<file path="config.mk">
export PLATFORM = sky130hd
export DESIGN_NAME = flash_host
export DESIGN_NICKNAME = d
export VERILOG_FILES = /design/src/shared/flash_host_pkg.sv /design/src/shared/bus_cycle_if.sv /design/src/rtl/flash_host.sv /design/src/rtl/flash_pin_driver.sv
export SDC_FILE = /design/constraint.sdc
export NUM_CORES = 1
export LEC_CHECK = 0
export ABC_AREA = 1
export BUFFER_PORTS_ARGS = -buffer_cell sky130_fd_sc_hd__clkbuf_2
export CAP_MARGIN = 20
export CORE_ASPECT_RATIO = 1.4
export CORE_MARGIN = 3
export CORE_UTILIZATION = 40
export CTS_BUF_LIST = sky130_fd_sc_hd__clkbuf_16
export DETAILED_ROUTE_END_ITERATION = 10
export GPL_ROUTABILITY_DRIVEN = 0
export PLACE_DENSITY_LB_ADDON = 0.05
export SETUP_SLACK_MARGIN = 0.05
export SLEW_MARGIN = 40
export SYNTH_ARGS = -nofsm -noshare
export SYNTH_HDL_FRONTEND = slang
export SYNTH_SLANG_ARGS = --single-unit
</file>
<file path="constraint.sdc">
create_clock -name clk -period 1.5 [get_ports clk]
set_input_delay 0.15 -clock clk [delete_from_list [all_inputs] [get_ports clk]]
set_output_delay 0.15 -clock clk [all_outputs]
set_load 0.005 [all_outputs]
</file>
<file path="src/shared/flash_host_pkg.sv">
// package: command codes, unlock addresses, timing counts and states for the flash host
package flash_host_pkg;
  localparam int ADDR_W = 20;
  localparam int DATA_W = 16;
  // command data values
  localparam logic [7:0] CMD_RESET = 8'hF0;
  localparam logic [7:0] CMD_UNLOCK1 = 8'hAA;
  localparam logic [7:0] CMD_UNLOCK2 = 8'h55;
  localparam logic [7:0] CMD_AUTOSEL = 8'h90;
  localparam logic [7:0] CMD_PROGRAM = 8'hA0;
  localparam logic [7:0] CMD_BYPASS = 8'h20;
  localparam logic [7:0] CMD_ERASE_SETUP = 8'h80;
  localparam logic [7:0] CMD_CHIP_ERASE = 8'h10;
  localparam logic [7:0] CMD_BYPASS_EXIT1 = 8'h90;
  localparam logic [7:0] CMD_BYPASS_EXIT2 = 8'h00;
  // unlock addresses, word mode
  localparam logic [19:0] UNLOCK_ADDR1 = 20'h0_0555;
  localparam logic [19:0] UNLOCK_ADDR2 = 20'h0_02AA;
  // autoselect read offsets
  localparam logic [7:0] AS_MANUF = 8'h00;
  localparam logic [7:0] AS_DEVICE = 8'h01;
  localparam logic [7:0] AS_PROT_WORD = 8'h02;
  localparam logic [7:0] AS_PROT_BYTE = 8'h04;
  // bus cycle timing in ns, converted at 200 MHz
  localparam int CLK_PS = 5000;
  localparam int CYCLE_NS = 70;
  localparam int CYCLE_CLKS = (CYCLE_NS * 1000 + CLK_PS - 1) / CLK_PS;
  localparam logic [4:0] CYCLE_CNT = 5'(CYCLE_CLKS);
  // software ops
  localparam logic [3:0] OP_READ = 4'h0;
  localparam logic [3:0] OP_RESET = 4'h1;
  localparam logic [3:0] OP_AUTOSEL = 4'h2;
  localparam logic [3:0] OP_PROGRAM = 4'h3;
  localparam logic [3:0] OP_BYP_ENTER = 4'h4;
  localparam logic [3:0] OP_BYP_PROGRAM = 4'h5;
  localparam logic [3:0] OP_BYP_EXIT = 4'h6;
  localparam logic [3:0] OP_CHIP_ERASE = 4'h7;
  // host register offsets
  localparam logic [3:0] REG_CTRL = 4'h0;
  localparam logic [3:0] REG_ADDR = 4'h4;
  localparam logic [3:0] REG_DATA = 4'h8;
  localparam logic [3:0] REG_STATUS = 4'hC;
  localparam int ST_BUSY = 0;
  localparam int ST_FLASH_BUSY = 1;
  localparam int ST_TIMEOUT = 2;
  localparam int ST_BYPASS = 3;
  localparam int ST_AUTOSEL = 4;
  typedef enum logic [3:0] {
    S_IDLE = 4'b0001,
    S_CYCLE = 4'b0010,
    S_POLL = 4'b0100,
    S_DONE = 4'b1000
  } host_state_t;
endpackage

</file>
<file path="src/shared/bus_cycle_if.sv">
// interface: one flash bus cycle request and completion between sequencer and pin driver
`timescale 1ns/1ps
interface bus_cycle_if;
  logic start;
  logic is_write;
  logic [19:0] addr;
  logic [15:0] wdata;
  logic done;
  logic [15:0] rdata;
  modport seq (output start, output is_write, output addr, output wdata,
    input done, input rdata);
  modport pin (input start, input is_write, input addr, input wdata,
    output done, output rdata);
endinterface

</file>
<file path="src/rtl/flash_host.sv">
// module: host controller issuing flash command sequences from software orders
//
// Strobed register access and the placing of the registers are this design's own decisions.
`timescale 1ns/1ps
// Behaviour
// - reset accepted mid autoselect; host writes reset to leave autoselect
// - on timing limit flag host writes reset; device reads array; here the host only sets the timeout flag and software orders the reset
// - program is two unlocks, set-up, then address and data
// - two unlocks then 20h enters bypass mode
// - bypass program is A0h then address and data, repeatable
// - bypass exit is 90h then 00h at any address
// - chip erase is six cycles: unlocks, set-up, unlocks, erase command
// - write cycle is ce and we low with oe high
module flash_host (
  input wire logic clk,
  input wire logic rst,
  input wire logic [3:0] reg_addr,
  input wire logic [31:0] reg_wdata,
  input wire logic reg_wr,
  input wire logic reg_rd,
  output logic [31:0] reg_rdata,
  output logic [19:0] flash_addr,
  output logic [15:0] flash_dq_out,
  output logic flash_dq_oe,
  input wire logic [15:0] flash_dq_in,
  output logic flash_ce_n,
  output logic flash_we_n,
  output logic flash_oe_n,
  output logic flash_reset_n,
  input wire logic flash_ready_busy
);
  bus_cycle_if bc ();
  flash_host_pkg::host_state_t state_ff;
  logic [3:0] op_ff;
  logic [19:0] taddr_ff;
  logic [15:0] tdata_ff;
  logic [15:0] rdata_ff;
  logic [2:0] step_ff;
  logic [2:0] nsteps_ff;
  logic start_ff;
  logic bypass_ff;
  logic autosel_ff;
  logic timeout_ff;
  logic [31:0] rdata_out_ff;
  logic hwreset_ff;
  logic [19:0] cyc_addr;
  logic [15:0] cyc_data;
  logic cyc_write;
  logic [2:0] op_steps;
  // command cycle table: steps of the selected sequence
  always_comb begin
    cyc_addr = flash_host_pkg::UNLOCK_ADDR1;
    cyc_data = {8'h00, flash_host_pkg::CMD_UNLOCK1};
    cyc_write = 1'b1;
    case (op_ff)
      flash_host_pkg::OP_READ: begin
        cyc_addr = taddr_ff;
        cyc_write = 1'b0;
      end
      flash_host_pkg::OP_RESET: begin
        cyc_addr = taddr_ff;
        cyc_data = {8'h00, flash_host_pkg::CMD_RESET};
      end
      flash_host_pkg::OP_BYP_PROGRAM: begin
        cyc_addr = taddr_ff;
        cyc_data = (step_ff == 3'd0) ? {8'h00, flash_host_pkg::CMD_PROGRAM} : tdata_ff;
      end
      flash_host_pkg::OP_BYP_EXIT: begin
        cyc_addr = taddr_ff;
        cyc_data = (step_ff == 3'd0) ? {8'h00, flash_host_pkg::CMD_BYPASS_EXIT1}
                                     : {8'h00, flash_host_pkg::CMD_BYPASS_EXIT2};
      end
      default: begin
        if (step_ff == 3'd1 || step_ff == 3'd4) begin
          cyc_addr = flash_host_pkg::UNLOCK_ADDR2;
          cyc_data = {8'h00, flash_host_pkg::CMD_UNLOCK2};
        end else if (step_ff == 3'd3) begin
          cyc_data = {8'h00, flash_host_pkg::CMD_UNLOCK1};
        end else if (step_ff == 3'd5) begin
          cyc_data = {8'h00, flash_host_pkg::CMD_CHIP_ERASE};
        end else if (step_ff == 3'd2) begin
          case (op_ff)
            flash_host_pkg::OP_AUTOSEL: cyc_data = {8'h00, flash_host_pkg::CMD_AUTOSEL};
            flash_host_pkg::OP_PROGRAM: cyc_data = {8'h00, flash_host_pkg::CMD_PROGRAM};
            flash_host_pkg::OP_BYP_ENTER: cyc_data = {8'h00, flash_host_pkg::CMD_BYPASS};
            default: cyc_data = {8'h00, flash_host_pkg::CMD_ERASE_SETUP};
          endcase
        end else if (op_ff == flash_host_pkg::OP_PROGRAM && step_ff == 3'd3) begin
          cyc_addr = taddr_ff;
        end
        if (op_ff == flash_host_pkg::OP_PROGRAM && step_ff == 3'd3) begin
          cyc_addr = taddr_ff;
          cyc_data = tdata_ff;
        end
      end
    endcase
    // status reads at the target address while the embedded algorithm runs
    if (state_ff == flash_host_pkg::S_POLL) begin
      cyc_addr = taddr_ff;
      cyc_write = 1'b0;
    end
  end
  always_comb begin
    case (op_ff)
      flash_host_pkg::OP_READ: op_steps = 3'd1;
      flash_host_pkg::OP_RESET: op_steps = 3'd1;
      flash_host_pkg::OP_AUTOSEL: op_steps = 3'd3;
      flash_host_pkg::OP_PROGRAM: op_steps = 3'd4;
      flash_host_pkg::OP_BYP_ENTER: op_steps = 3'd3;
      flash_host_pkg::OP_BYP_PROGRAM: op_steps = 3'd2;
      flash_host_pkg::OP_BYP_EXIT: op_steps = 3'd2;
      default: op_steps = 3'd6;
    endcase
  end
  assign bc.start = start_ff;
  assign bc.is_write = cyc_write;
  assign bc.addr = cyc_addr;
  assign bc.wdata = cyc_data;
  wire is_prog = (op_ff == flash_host_pkg::OP_PROGRAM) ||
                 (op_ff == flash_host_pkg::OP_BYP_PROGRAM);
  wire is_embedded = is_prog || (op_ff == flash_host_pkg::OP_CHIP_ERASE);
  wire last_step = (step_ff == nsteps_ff - 3'd1);
  wire busy = (state_ff != flash_host_pkg::S_IDLE);
  wire ctrl_wr = reg_wr && (reg_addr == flash_host_pkg::REG_CTRL) && !busy;
  // in bypass only bypass program, bypass exit or read may be issued
  wire op_legal = bypass_ff ? (reg_wdata[3:0] == flash_host_pkg::OP_BYP_PROGRAM ||
                               reg_wdata[3:0] == flash_host_pkg::OP_BYP_EXIT ||
                               reg_wdata[3:0] == flash_host_pkg::OP_READ)
                            : (reg_wdata[3:0] != flash_host_pkg::OP_BYP_PROGRAM &&
                               reg_wdata[3:0] != flash_host_pkg::OP_BYP_EXIT &&
                               reg_wdata[3:0] <= flash_host_pkg::OP_CHIP_ERASE);
  // timing limit flag seen while flash_ready_busy is low means a failed operation
  wire poll_fail = bc.done && bc.rdata[5] == 1'b1 && flash_ready_busy == 1'b0;
  wire poll_ok = flash_ready_busy == 1'b1;
  wire [31:0] status_word = {27'h0, autosel_ff, bypass_ff, timeout_ff, !flash_ready_busy, busy};
  wire [31:0] rd_mux =
    (reg_addr == flash_host_pkg::REG_ADDR) ? {12'h000, taddr_ff} :
    (reg_addr == flash_host_pkg::REG_DATA) ? {16'h0000, rdata_ff} :
    (reg_addr == flash_host_pkg::REG_STATUS) ? status_word :
    (reg_addr == flash_host_pkg::REG_CTRL) ? {28'h000_0000, op_ff} : 32'h0000_0000;
  always_ff @(posedge clk) begin
    if (rst) rdata_out_ff <= 32'h0000_0000;
    else rdata_out_ff <= reg_rd ? rd_mux : 32'h0000_0000;
  end
  assign reg_rdata = rdata_out_ff;
  assign flash_reset_n = !hwreset_ff;
  always_ff @(posedge clk) begin
    if (rst) begin
      state_ff <= flash_host_pkg::S_IDLE;
      op_ff <= flash_host_pkg::OP_READ;
      taddr_ff <= 20'h0_0000;
      tdata_ff <= 16'h0000;
      rdata_ff <= 16'h0000;
      step_ff <= 3'd0;
      nsteps_ff <= 3'd1;
      start_ff <= 1'b0;
      bypass_ff <= 1'b0;
      autosel_ff <= 1'b0;
      timeout_ff <= 1'b0;
      hwreset_ff <= 1'b1;
    end else begin
      hwreset_ff <= 1'b0;
      start_ff <= 1'b0;
      if (reg_wr && reg_addr == flash_host_pkg::REG_ADDR && !busy) taddr_ff <= reg_wdata[19:0];
      if (reg_wr && reg_addr == flash_host_pkg::REG_DATA && !busy) tdata_ff <= reg_wdata[15:0];
      if (reg_wr && reg_addr == flash_host_pkg::REG_STATUS &&
          reg_wdata[flash_host_pkg::ST_TIMEOUT]) begin
        timeout_ff <= 1'b0;
      end
      case (state_ff)
        flash_host_pkg::S_IDLE: begin
          if (ctrl_wr && op_legal) begin
            op_ff <= reg_wdata[3:0];
            step_ff <= 3'd0;
            start_ff <= 1'b1;
            state_ff <= flash_host_pkg::S_CYCLE;
          end
        end
        flash_host_pkg::S_CYCLE: begin
          nsteps_ff <= op_steps;
          if (bc.done) begin
            if (!cyc_write) rdata_ff <= bc.rdata;
            if (last_step) begin
              state_ff <= is_embedded ? flash_host_pkg::S_POLL : flash_host_pkg::S_DONE;
              start_ff <= is_embedded;
              if (op_ff == flash_host_pkg::OP_AUTOSEL) autosel_ff <= 1'b1;
              if (op_ff == flash_host_pkg::OP_RESET) autosel_ff <= 1'b0;
              if (op_ff == flash_host_pkg::OP_BYP_ENTER) bypass_ff <= 1'b1;
              if (op_ff == flash_host_pkg::OP_BYP_EXIT) bypass_ff <= 1'b0;
            end else begin
              step_ff <= step_ff + 3'd1;
              start_ff <= 1'b1;
            end
          end
        end
        flash_host_pkg::S_POLL: begin
          // no commands issued while the embedded algorithm runs
          // leave only at a cycle end, else the next start meets an active pin driver
          if (bc.done) begin
            if (poll_ok || poll_fail) begin
              state_ff <= flash_host_pkg::S_DONE;
            end else begin
              start_ff <= 1'b1;
            end
          end
        end
        flash_host_pkg::S_DONE: begin
          state_ff <= flash_host_pkg::S_IDLE;
        end
        default: state_ff <= flash_host_pkg::S_IDLE;
      endcase
      // timing limit: record it, software then issues the reset order
      if (state_ff == flash_host_pkg::S_POLL && poll_fail) timeout_ff <= 1'b1;
    end
  end
  flash_pin_driver u_pins (
    .clk(clk),
    .rst(rst),
    .bc(bc.pin),
    .flash_addr(flash_addr),
    .flash_dq_out(flash_dq_out),
    .flash_dq_oe(flash_dq_oe),
    .flash_dq_in(flash_dq_in),
    .flash_ce_n(flash_ce_n),
    .flash_we_n(flash_we_n),
    .flash_oe_n(flash_oe_n)
  );
endmodule

</file>
<file path="src/rtl/flash_pin_driver.sv">
// module: drives one flash read or write bus cycle on the pins
`timescale 1ns/1ps
module flash_pin_driver (
  input wire logic clk,
  input wire logic rst,
  bus_cycle_if.pin bc,
  output logic [19:0] flash_addr,
  output logic [15:0] flash_dq_out,
  output logic flash_dq_oe,
  input wire logic [15:0] flash_dq_in,
  output logic flash_ce_n,
  output logic flash_we_n,
  output logic flash_oe_n
);
  logic [4:0] cnt_ff;
  logic act_ff;
  logic wr_ff;
  logic done_ff;
  logic [15:0] rdata_ff;
  logic [19:0] addr_ff;
  logic [15:0] dout_ff;
  wire last = act_ff && (cnt_ff == 5'h00);
  assign bc.done = done_ff;
  assign bc.rdata = rdata_ff;
  assign flash_addr = addr_ff;
  assign flash_dq_out = dout_ff;
  assign flash_dq_oe = act_ff && wr_ff;
  // write: ce and we low, oe high; any other combination inhibits writing
  assign flash_ce_n = !act_ff;
  assign flash_we_n = !(act_ff && wr_ff);
  assign flash_oe_n = !(act_ff && !wr_ff);
  always_ff @(posedge clk) begin
    if (rst) begin
      cnt_ff <= 5'h00;
      act_ff <= 1'b0;
      wr_ff <= 1'b0;
      done_ff <= 1'b0;
      rdata_ff <= 16'h0000;
      addr_ff <= 20'h0_0000;
      dout_ff <= 16'h0000;
    end else begin
      done_ff <= last;
      if (bc.start && !act_ff) begin
        act_ff <= 1'b1;
        wr_ff <= bc.is_write;
        addr_ff <= bc.addr;
        dout_ff <= bc.wdata;
        cnt_ff <= flash_host_pkg::CYCLE_CNT;
      end else if (last) begin
        act_ff <= 1'b0;
        if (!wr_ff) rdata_ff <= flash_dq_in;
      end else if (act_ff) begin
        cnt_ff <= cnt_ff - 5'h01;
      end
    end
  end
endmodule

</file>
==> results of run 1 <==
-- stage by stage --
stage               instance area [sq um]  total power (uW)  worst slack [ps]
global route                         9000              9820              -157
finish                               9000              9480             -83.9
detailed placement                   7220              5100              -138
global placement                     7220              5090             -92.9
CTS                                  8200              9330             -40.4
floorplan                            6200              4710              29.2
-- critical path: stages, from the launching register on --
cell and delay (ps):
dfxtp_4 380, ha_4 170, ha_4 170, nand3_4 120
nand2_4 60, nor2_4 150, nand2_2 80, nand2_4 100
nor2_4 60, o21ai_1 110, nand2_1 70
-- cells in the mapped netlist (all sizes together) --
cell / number / area share, %
dfxtp: 151 / 49
nand2: 114 / 7.5
nor2: 108 / 7.6
o21ai: 99 / 8.1
inv: 84 / 5.1
a21oi: 76 / 6.3
nand3: 47 / 4.0
buf: 24 / 2.6
clkbuf: 18 / 1.1
nand4: 9 / 1.0
o31ai: 9 / 1.1
a32o: 8 / 1.3
ha: 8 / 1.6
a31oi: 5 / 0.51
o211ai: 5 / 0.61
nand3b: 3 / 0.37
nor3: 3 / 0.24
o221ai: 3 / 0.43
a221oi: 2 / 0.29
xnor2: 2 / 0.29
a211oi: 1 / 0.12
and3: 1 / 0.10
clkinv: 1 / 0.061
conb: 1 / 0.061
nor3b: 1 / 0.12
o22ai: 1 / 0.10
xor2: 1 / 0.14
-- logic make-up (layout without fill, tap and decap cells) --
| family | count (synthesis) | in the layout | synth area share (%) |
|---|---|---|---|
| fa+ha+maj | 8 | 8 | 1.63 |
| flops | 151 | 151 | 49.2 |
| xor+xnor | 3 | 3 | 0.428 |
| buf+inv | 127 | 333 | 8.96 |
| simple gates | 286 | 287 | 20.9 |
| other cells | 1 | 12 | 0.0610 |
| compound gates | 209 | 209 | 18.8 |
-- metal layers --
metal	share of wire, %	wire (um)	vias to the layer above	global-route usage [%]
met2	53	9940	136	37.1
met5	0	0	-	0
met3	3.5	649	33	4.25
li1	-	-	3006	-
met1	41	7640	2797	22.7
met4	2.9	551	0	8.63
-- state kept, by name (all words and copies together) (netlist names), 3 cells and up --
| register | cells |
|---|---|
| nsteps_ff | 3 |
| state_ff | 4 |
| u_pins.flash_addr | 20 |
| tdata_ff | 16 |
| step_ff | 3 |
| taddr_ff | 20 |
| u_pins.flash_dq_out | 16 |
| op_ff | 4 |
| rdata_ff | 16 |
| u_pins.cnt_ff | 5 |
| reg_rdata | 20 |
| u_pins.bc.rdata | 16 |
-- worst min-delay path by stage --
stage | from | slack (ps) | depth (start not counted) | end
floorplan | rst | 180 | 0 | hwreset_ff$_DFF_P_
global placement | reg_wdata[13] | 410 | 3 | tdata_ff[13]$_SDFFE_PP0P_
detailed placement | reg_wdata[14] | 400 | 3 | tdata_ff[14]$_SDFFE_PP0P_
CTS | reg_wdata[4] | 8 | 3 | tdata_ff[4]$_SDFFE_PP0P_
global route | reg_wdata[5] | 20 | 3 | tdata_ff[5]$_SDFFE_PP0P_
finish | reg_wdata[4] | 9 | 3 | tdata_ff[4]$_SDFFE_PP0P_
-- area by class of cell --
class | count | area (sq um) | share of cell area, %
Sequential cell | 151 | 3050 | 33.9
Inverter | 85 | 340 | 3.78
Tap cell | 192 | 240 | 2.67
Multi-Input combinational cell | 519 | 3190 | 35.4
Clock inverter | 15 | 139 | 1.54
Timing Repair Buffer | 216 | 1620 | 18.0
Clock buffer | 17 | 425 | 4.72
-- power groups by stage --
| stage | Sequential (uW) | Combinational (uW) | Clock [uW] |
|---|---|---|---|
| final | 4150 | 1220 | 4110 |
| after global routing | 4160 | 1330 | 4330 |
| after CTS | 4150 | 1020 | 4170 |
| after detailed placement | 4230 | 873 | 0 |
| after global placement | 4230 | 860 | 0 |
| after floorplan | 4220 | 494 | 0 |
-- repair_timing --
item / 4_1_cts / 5_1_grt
buffers inserted: 9 / 18
endpoints found under the setup margin: 82 / 106
resized for setup: 47 / 143
endpoints found under the hold margin: 21 / 0
pin swaps: 18 / 50
hold buffers: 21 / 0
gates cloned: 0 / 4
==> out/qor.txt, run 1 <==
Total GRT Usage: 20.3%
CP endpoint: u_pins.flash_addr[1]$_SDFFE_PP0P_
Fin. Hold Viols: 0
Clock buffer depth: 2
Setup TNS: -942 ps
Largest net degree at the start of global routing: 79
Fin crit period: 1580 ps
#FFs+latches synth: 151
Worst VDD drop: 0.000644 V
Rel. slew slack: 65.5%
ANT nets after route: 0
Hold WC Path Type: in2reg
Die area: 16900 sq um
Worst Setup Slack, final: -83.9 ps
Final WL: 18800 um
Outcome: finished, violations left
Clock power frac: 43.4%
Pleak: 0.00376 uW
Worst-margin pin slew: 518 ps
Inst Count DP: 1111
CTS root buffer: clkbuf_16
Clock Sinks: 151
Path depth of the worst reg2reg path: 10
PortBufs: 105
DR DRC count: 0
Final period util: 106%
Clock slew at reported path FFs: 70 ps
Failing checks: negative setup slack
Num CTS Buffers: 17
Core Util, Final: 59.8%
Die W: 111 um
Sw Pwr: 2420 uW
Switching share of power: 25.6%
Initial DRC count: 334
R2R Path Start: step_ff[0]$_SDFFE_PP0P_
Sequential power share: 43.8%
Cell Pwr Density: 1050 nW/um^2
Post-Synthesis Cells: 785
Most used cells in the layout excluding fill and tap cells: dfxtp_1, clkbuf_2, nand2_1
Register area share after synthesis: 49.2%
CTS tree: done
Vias in the first global route: 5737
Vias per inst: 5.00
Crit path DAT: 1890 ps
Rows: 53
GR Overflow Total: 0
Int Pwr: 7060 uW
Htree depth: 4
Die span in y: 153 um
Share of cells above drive strength 1: 36.3%
Area delta synth->final: 46.5%
Startpoint Class: register
Syn Area/Cell: 7.83 sq um
DR WL/cell: 15.7 um
Clock Latency Late Sink: 420 ps
Final #Nets: 1055
Global-route wire length before repair: 27800 um
Max Freq: 631 MHz
R2R Setup Slk: -80 ps
Cell Area, Synth: 6150 sq um
Worst Path Required: 1800 ps
Final Hold Slack: 8.58 ps
Reg-to-Reg End: u_pins.flash_addr[1]$_SDFFE_PP0P_
Clk_skew: 6.95 ps
Synthesis Warnings: 0
Initial Util: 40.8%
FILL cells: 1349
Crit Path Max Fanout: 5
Max cap viols: 0
Setup CP Type: reg2reg
Most common cell after layout, fill and taps aside: dfxtp_1
Finish-stage setup viols: 29
Antenna fix cells: 0
Unrepaired setup endpoints after global routing: true
Core Box Area: 15100 sq um
Unique cell type count in the Yosys netlist: 40
DP HPWL: 12800 um
Pre-antenna DRT Iters: 6
Combinational power share: 12.9%
Worst setup EP type: register
Worst setup path start: step_ff[0]$_SDFFE_PP0P_
Ports: 130
Initial antenna violation count: 0
Routed vias: 5972
Non-Filler Instances: 1195
Slew Limit Fails: 0
No activity file was read; power rests on OpenSTA's default activity.
==> run 2, diff against run 1 <==
--- a/config.mk
+++ b/config.mk
@@ -10,13 +10,14 @@
 export CAP_MARGIN = 20
 export CORE_ASPECT_RATIO = 1.4
 export CORE_MARGIN = 3
-export CORE_UTILIZATION = 40
+export CORE_UTILIZATION = 49
 export CTS_BUF_LIST = sky130_fd_sc_hd__clkbuf_16
 export DETAILED_ROUTE_END_ITERATION = 10
-export GPL_ROUTABILITY_DRIVEN = 0
+export GPL_ROUTABILITY_DRIVEN = 1
 export PLACE_DENSITY_LB_ADDON = 0.05
 export SETUP_SLACK_MARGIN = 0.05
 export SLEW_MARGIN = 40
 export SYNTH_ARGS = -nofsm -noshare
 export SYNTH_HDL_FRONTEND = slang
+export SYNTH_HIERARCHICAL = 1
 export SYNTH_SLANG_ARGS = --single-unit
==> run 2 against run 1 <==
  * The flow still finishes with violations (negative setup slack)
  * Sequential power up 3%
  * Routed wire length up 3.7%
  * Critical path type unchanged
  * Highest routed layer unchanged
  * Critical endpoint is now taddr_ff[15]$_SDFFE_PP0P_
  * Setup slack worse by 93 ps
  * Largest power group is now clock
  * Utilization up 13 points
  * Clock power up 5.1%
  * Non-clock buffer count down 6
==> out/qor.txt, run 2 <==
Outcome: finished, violations left (unchanged)
Failing checks: negative setup slack (unchanged)
Area delta synth->final: 46.3% (was 46.5%)
Die span in y: 142 um (was 153 um)
Gpl congestion: 0.854
Leading area contributor after synthesis: dfxtp_1 (unchanged)
Initial DRC count: 299 (was 334)
Cell Area, Synth: 6450 sq um (was 6150 sq um)
Rel. slew slack: 65.9% (was 65.5%)
Crit Path Max Fanout: 5 (unchanged)
Synthesis Warnings: 6 (was 0)
R2R Path Start: state_ff[3]$_SDFFE_PP0P_ (was step_ff[0]$_SDFFE_PP0P_)
Most used cells in the layout excluding fill and tap cells: nor2_1, dfxtp_1, clkbuf_2 (was dfxtp_1, clkbuf_2, nand2_1)
Routed vias: 6435 (was 5972)
Clock slew at reported path FFs: 60 ps (was 70 ps)
Die W: 103 um (was 111 um)
Rows: 49 (was 53)
Worst Path Required: 1810 ps (was 1800 ps)
Final #Nets: 1138 (was 1055)
Post-synth EDFFs: 0 (unchanged)
Worst setup EP type: register (unchanged)
Fin. Hold Viols: 0 (unchanged)
Worst setup path start: state_ff[3]$_SDFFE_PP0P_ (was step_ff[0]$_SDFFE_PP0P_)
Slew Limit Fails: 0 (unchanged)
Worst Hold Path EP: taddr_ff[17]$_SDFFE_PP0P_ (was tdata_ff[4]$_SDFFE_PP0P_)
ANT nets after route: 0 (unchanged)
Crit path DAT: 1980 ps (was 1890 ps)
Global-route wire length before repair: 29500 um (was 27800 um)
Core Box Area: 12900 sq um (was 15100 sq um)
Power Total: 11200 uW (was 9480 uW)
CTS root buffer: clkbuf_16 (unchanged)
Unrepaired setup endpoints after global routing: true (unchanged)
Initial Util: 50.1% (was 40.8%)
Path depth of the worst reg2reg path: 10 (unchanged)
Pleak: 0.00393 uW (was 0.00376 uW)
Register area share after synthesis: 46.9% (was 49.2%)
CTS tree: done (unchanged)
Vias in the first global route: 6111 (was 5737)
Setup CP Type: reg2reg (unchanged)
Critical-path cell list: nor2_4, nand3_2, inv_2, nand2_4, buf_6, nor2_4, clkinvlp_4, o21ai_1, buf_4, a21oi_1 (was ha_4, ha_4, nand3_4, nand2_4, nor2_4, nand2_2, nand2_4, nor2_4, o21ai_1, nand2_1)
Share of cells above drive strength 1: 39.1% (was 36.3%)
Clock Latency Late Sink: 420 ps (about the same)
Synth top cells by count: nor2_1, dfxtp_1, o21ai_0 (was dfxtp_1, nand2_1, nor2_1)
Most common cell after layout, fill and taps aside: nor2_1 (was dfxtp_1)
Top_reg_cell synth: dfxtp_1 (unchanged)
Largest stage delay, worst path: 340 ps (was 380 ps)
Fin crit period: 1680 ps (was 1580 ps)
Vias per inst: 5.19 (was 5.00)
Largest net degree at the start of global routing: 50 (was 79)
Worst Setup Slack, final: -176 ps (was -83.9 ps)
PortBufs: 105 (unchanged)
Hold Startpoint: reg_wdata[17] (was reg_wdata[4])
Startpoint Class: register (unchanged)
Final period util: 112% (was 106%)
R2R Setup Slk: -180 ps (was -80 ps)
Total GRT Usage: 25.7% (was 20.3%)
Antenna fix cells: 0 (unchanged)
Die area: 14600 sq um (was 16900 sq um)
DR DRC count: 0 (unchanged)
DP HPWL: 12800 um (about the same)
Pre-antenna DRT Iters: 5 (was 6)
Post-synth ARST share: 0% (unchanged)
Clock Sinks: 151 (unchanged)
Final Hold Slack: 13.9 ps (was 8.58 ps)
Clk_skew: 8.60 ps (was 6.95 ps)
Max cap viols: 0 (unchanged)
Most common cell in the netlist: nor2_1 (was dfxtp_1)
Syn Area/Cell: 7.34 sq um (was 7.83 sq um)
Worst-margin pin slew: 510 ps (was 518 ps)
Synth area leaders: dfxtp_1, nor2_1, o21ai_0, nand2_1, a21oi_1 (was dfxtp_1, o21ai_0, nand2_1, a21oi_1, nor2_1)
Post-synth top area share: 46.9% (was 49.2%)
Most frequent CP cell: nor2_4
Finish-stage setup viols: 51 (was 29)
Ports: 130 (unchanged)
GR Overflow Total: 0 (unchanged)
Initial antenna violation count: 0 (unchanged)
Htree depth: 4 (unchanged)
Cell Pwr Density: 1190 nW/um^2 (was 1050 nW/um^2)
Hold Path Depth: 3 (unchanged)
Critical path's slowest cell: dfxtp_2 (was dfxtp_4)
DR WL/cell: 15.7 um (about the same)
Final WL: 19500 um (was 18800 um)
Reg-to-Reg End: taddr_ff[15]$_SDFFE_PP0P_ (was u_pins.flash_addr[1]$_SDFFE_PP0P_)
Worst VDD drop: 0.000848 V (was 0.000644 V)
Clock buffer depth: 2 (unchanged)
Num CTS Buffers: 17 (unchanged)
Max Freq: 597 MHz (was 631 MHz)
Hold WC Path Type: in2reg (unchanged)
Unique cell type count in the Yosys netlist: 39 (was 40)
Post-Synthesis Cells: 879 (was 785)
#FFs+latches synth: 151 (unchanged)
run 2: cell count changes after synthesis, moves of 8 or more:
cell | previous run | this run
a21oi_1 | 75 | 66
a32o_1 | 8 | 0
inv_1 | 76 | 84
nor2_1 | 97 | 176
o21ai_0 | 95 | 124
o31ai_1 | 9 | 1
run 2: report_power, final:
part | internal, uW | switching, uW | leakage, uW | total [uW]
Clock | 2500 | 1820 | 0.000285 | 4320
Combinational | 1130 | 1500 | 0.00242 | 2630
Sequential | 4150 | 113 | 0.00123 | 4270
run 2: layout make-up:
type,count,area (sq um)
Clock inverter,15,168
Clock buffer,17,425
Timing Repair inverter,1,7.51
Inverter,94,397
Tap cell,153,191
Timing Repair Buffer,210,1520
Fill cell,969,3440
Multi-Input combinational cell,598,3680
Sequential cell,151,3050
run 2: worst max path at each step:
stage                                               to  slack [ps]
floorplan           u_pins/flash_addr[10]$_SDFFE_PP0P_         -10
global placement             tdata_ff[11]$_SDFFE_PP0P_        -130
detailed placement           tdata_ff[11]$_SDFFE_PP0P_        -150
CTS                  u_pins/flash_addr[6]$_SDFFE_PP0P_        -130
global route         u_pins/flash_addr[2]$_SDFFE_PP0P_        -250
finish                       taddr_ff[15]$_SDFFE_PP0P_        -180
run 2: layer usage:
layer	track usage, %	vias up	wire length, um
li1	-	3219	-
met1	30.5	2971	7890
met2	45.3	201	10200
met3	4.43	44	887
met4	9.89	0	504
met5	0	-	0
run 2: kinds of logic (layout without fill, tap and decap cells):
family                     count (synthesis)  in the layout  synth area share [%]
and+or+nand+nor                          371            372                  25.1
AOI/OAI and AO/OA                        206            206                  16.6
DFF                                      151            151                  46.9
buffers and inverters                    142            337                  9.83
adders and majority gates                  8              8                  1.55
other                                      1             12                0.0581
run 2: repair_timing:
action / CTS / global route
pin swaps: 52 / 62
setup buffers: 12 / 10
hold buffers: 19 / 0
resized for setup: 123 / 161
endpoints found under the setup margin: 107 / 120
gates cloned: 2 / 4
hold endpoints to repair: 19 / 0
run 2: per-stage QoR:
step	TNS (ps)	utilization (%)	std cells	setup slack (ps)	area [sq um]
finish	-4630	73.3	1239	-176	9440
global route	-10740	73.3	1239	-252	9440
CTS	-2250	68.8	1229	-128	8860
detailed placement	-5130	58.8	1164	-150	7570
global placement	-3110	58.8	1164	-134	7570
floorplan	-79.5	-	890	-12.5	6580
run 2: critical path, delay by kind of cell, from the launching register on:
| family | cells | cell delay, ps |
|---|---|---|
| buffers and inverters | 4 | 560 |
| AO/OA/AOI/OAI | 2 | 190 |
| flip-flops | 1 | 340 |
| AND/OR/NAND/NOR | 4 | 480 |
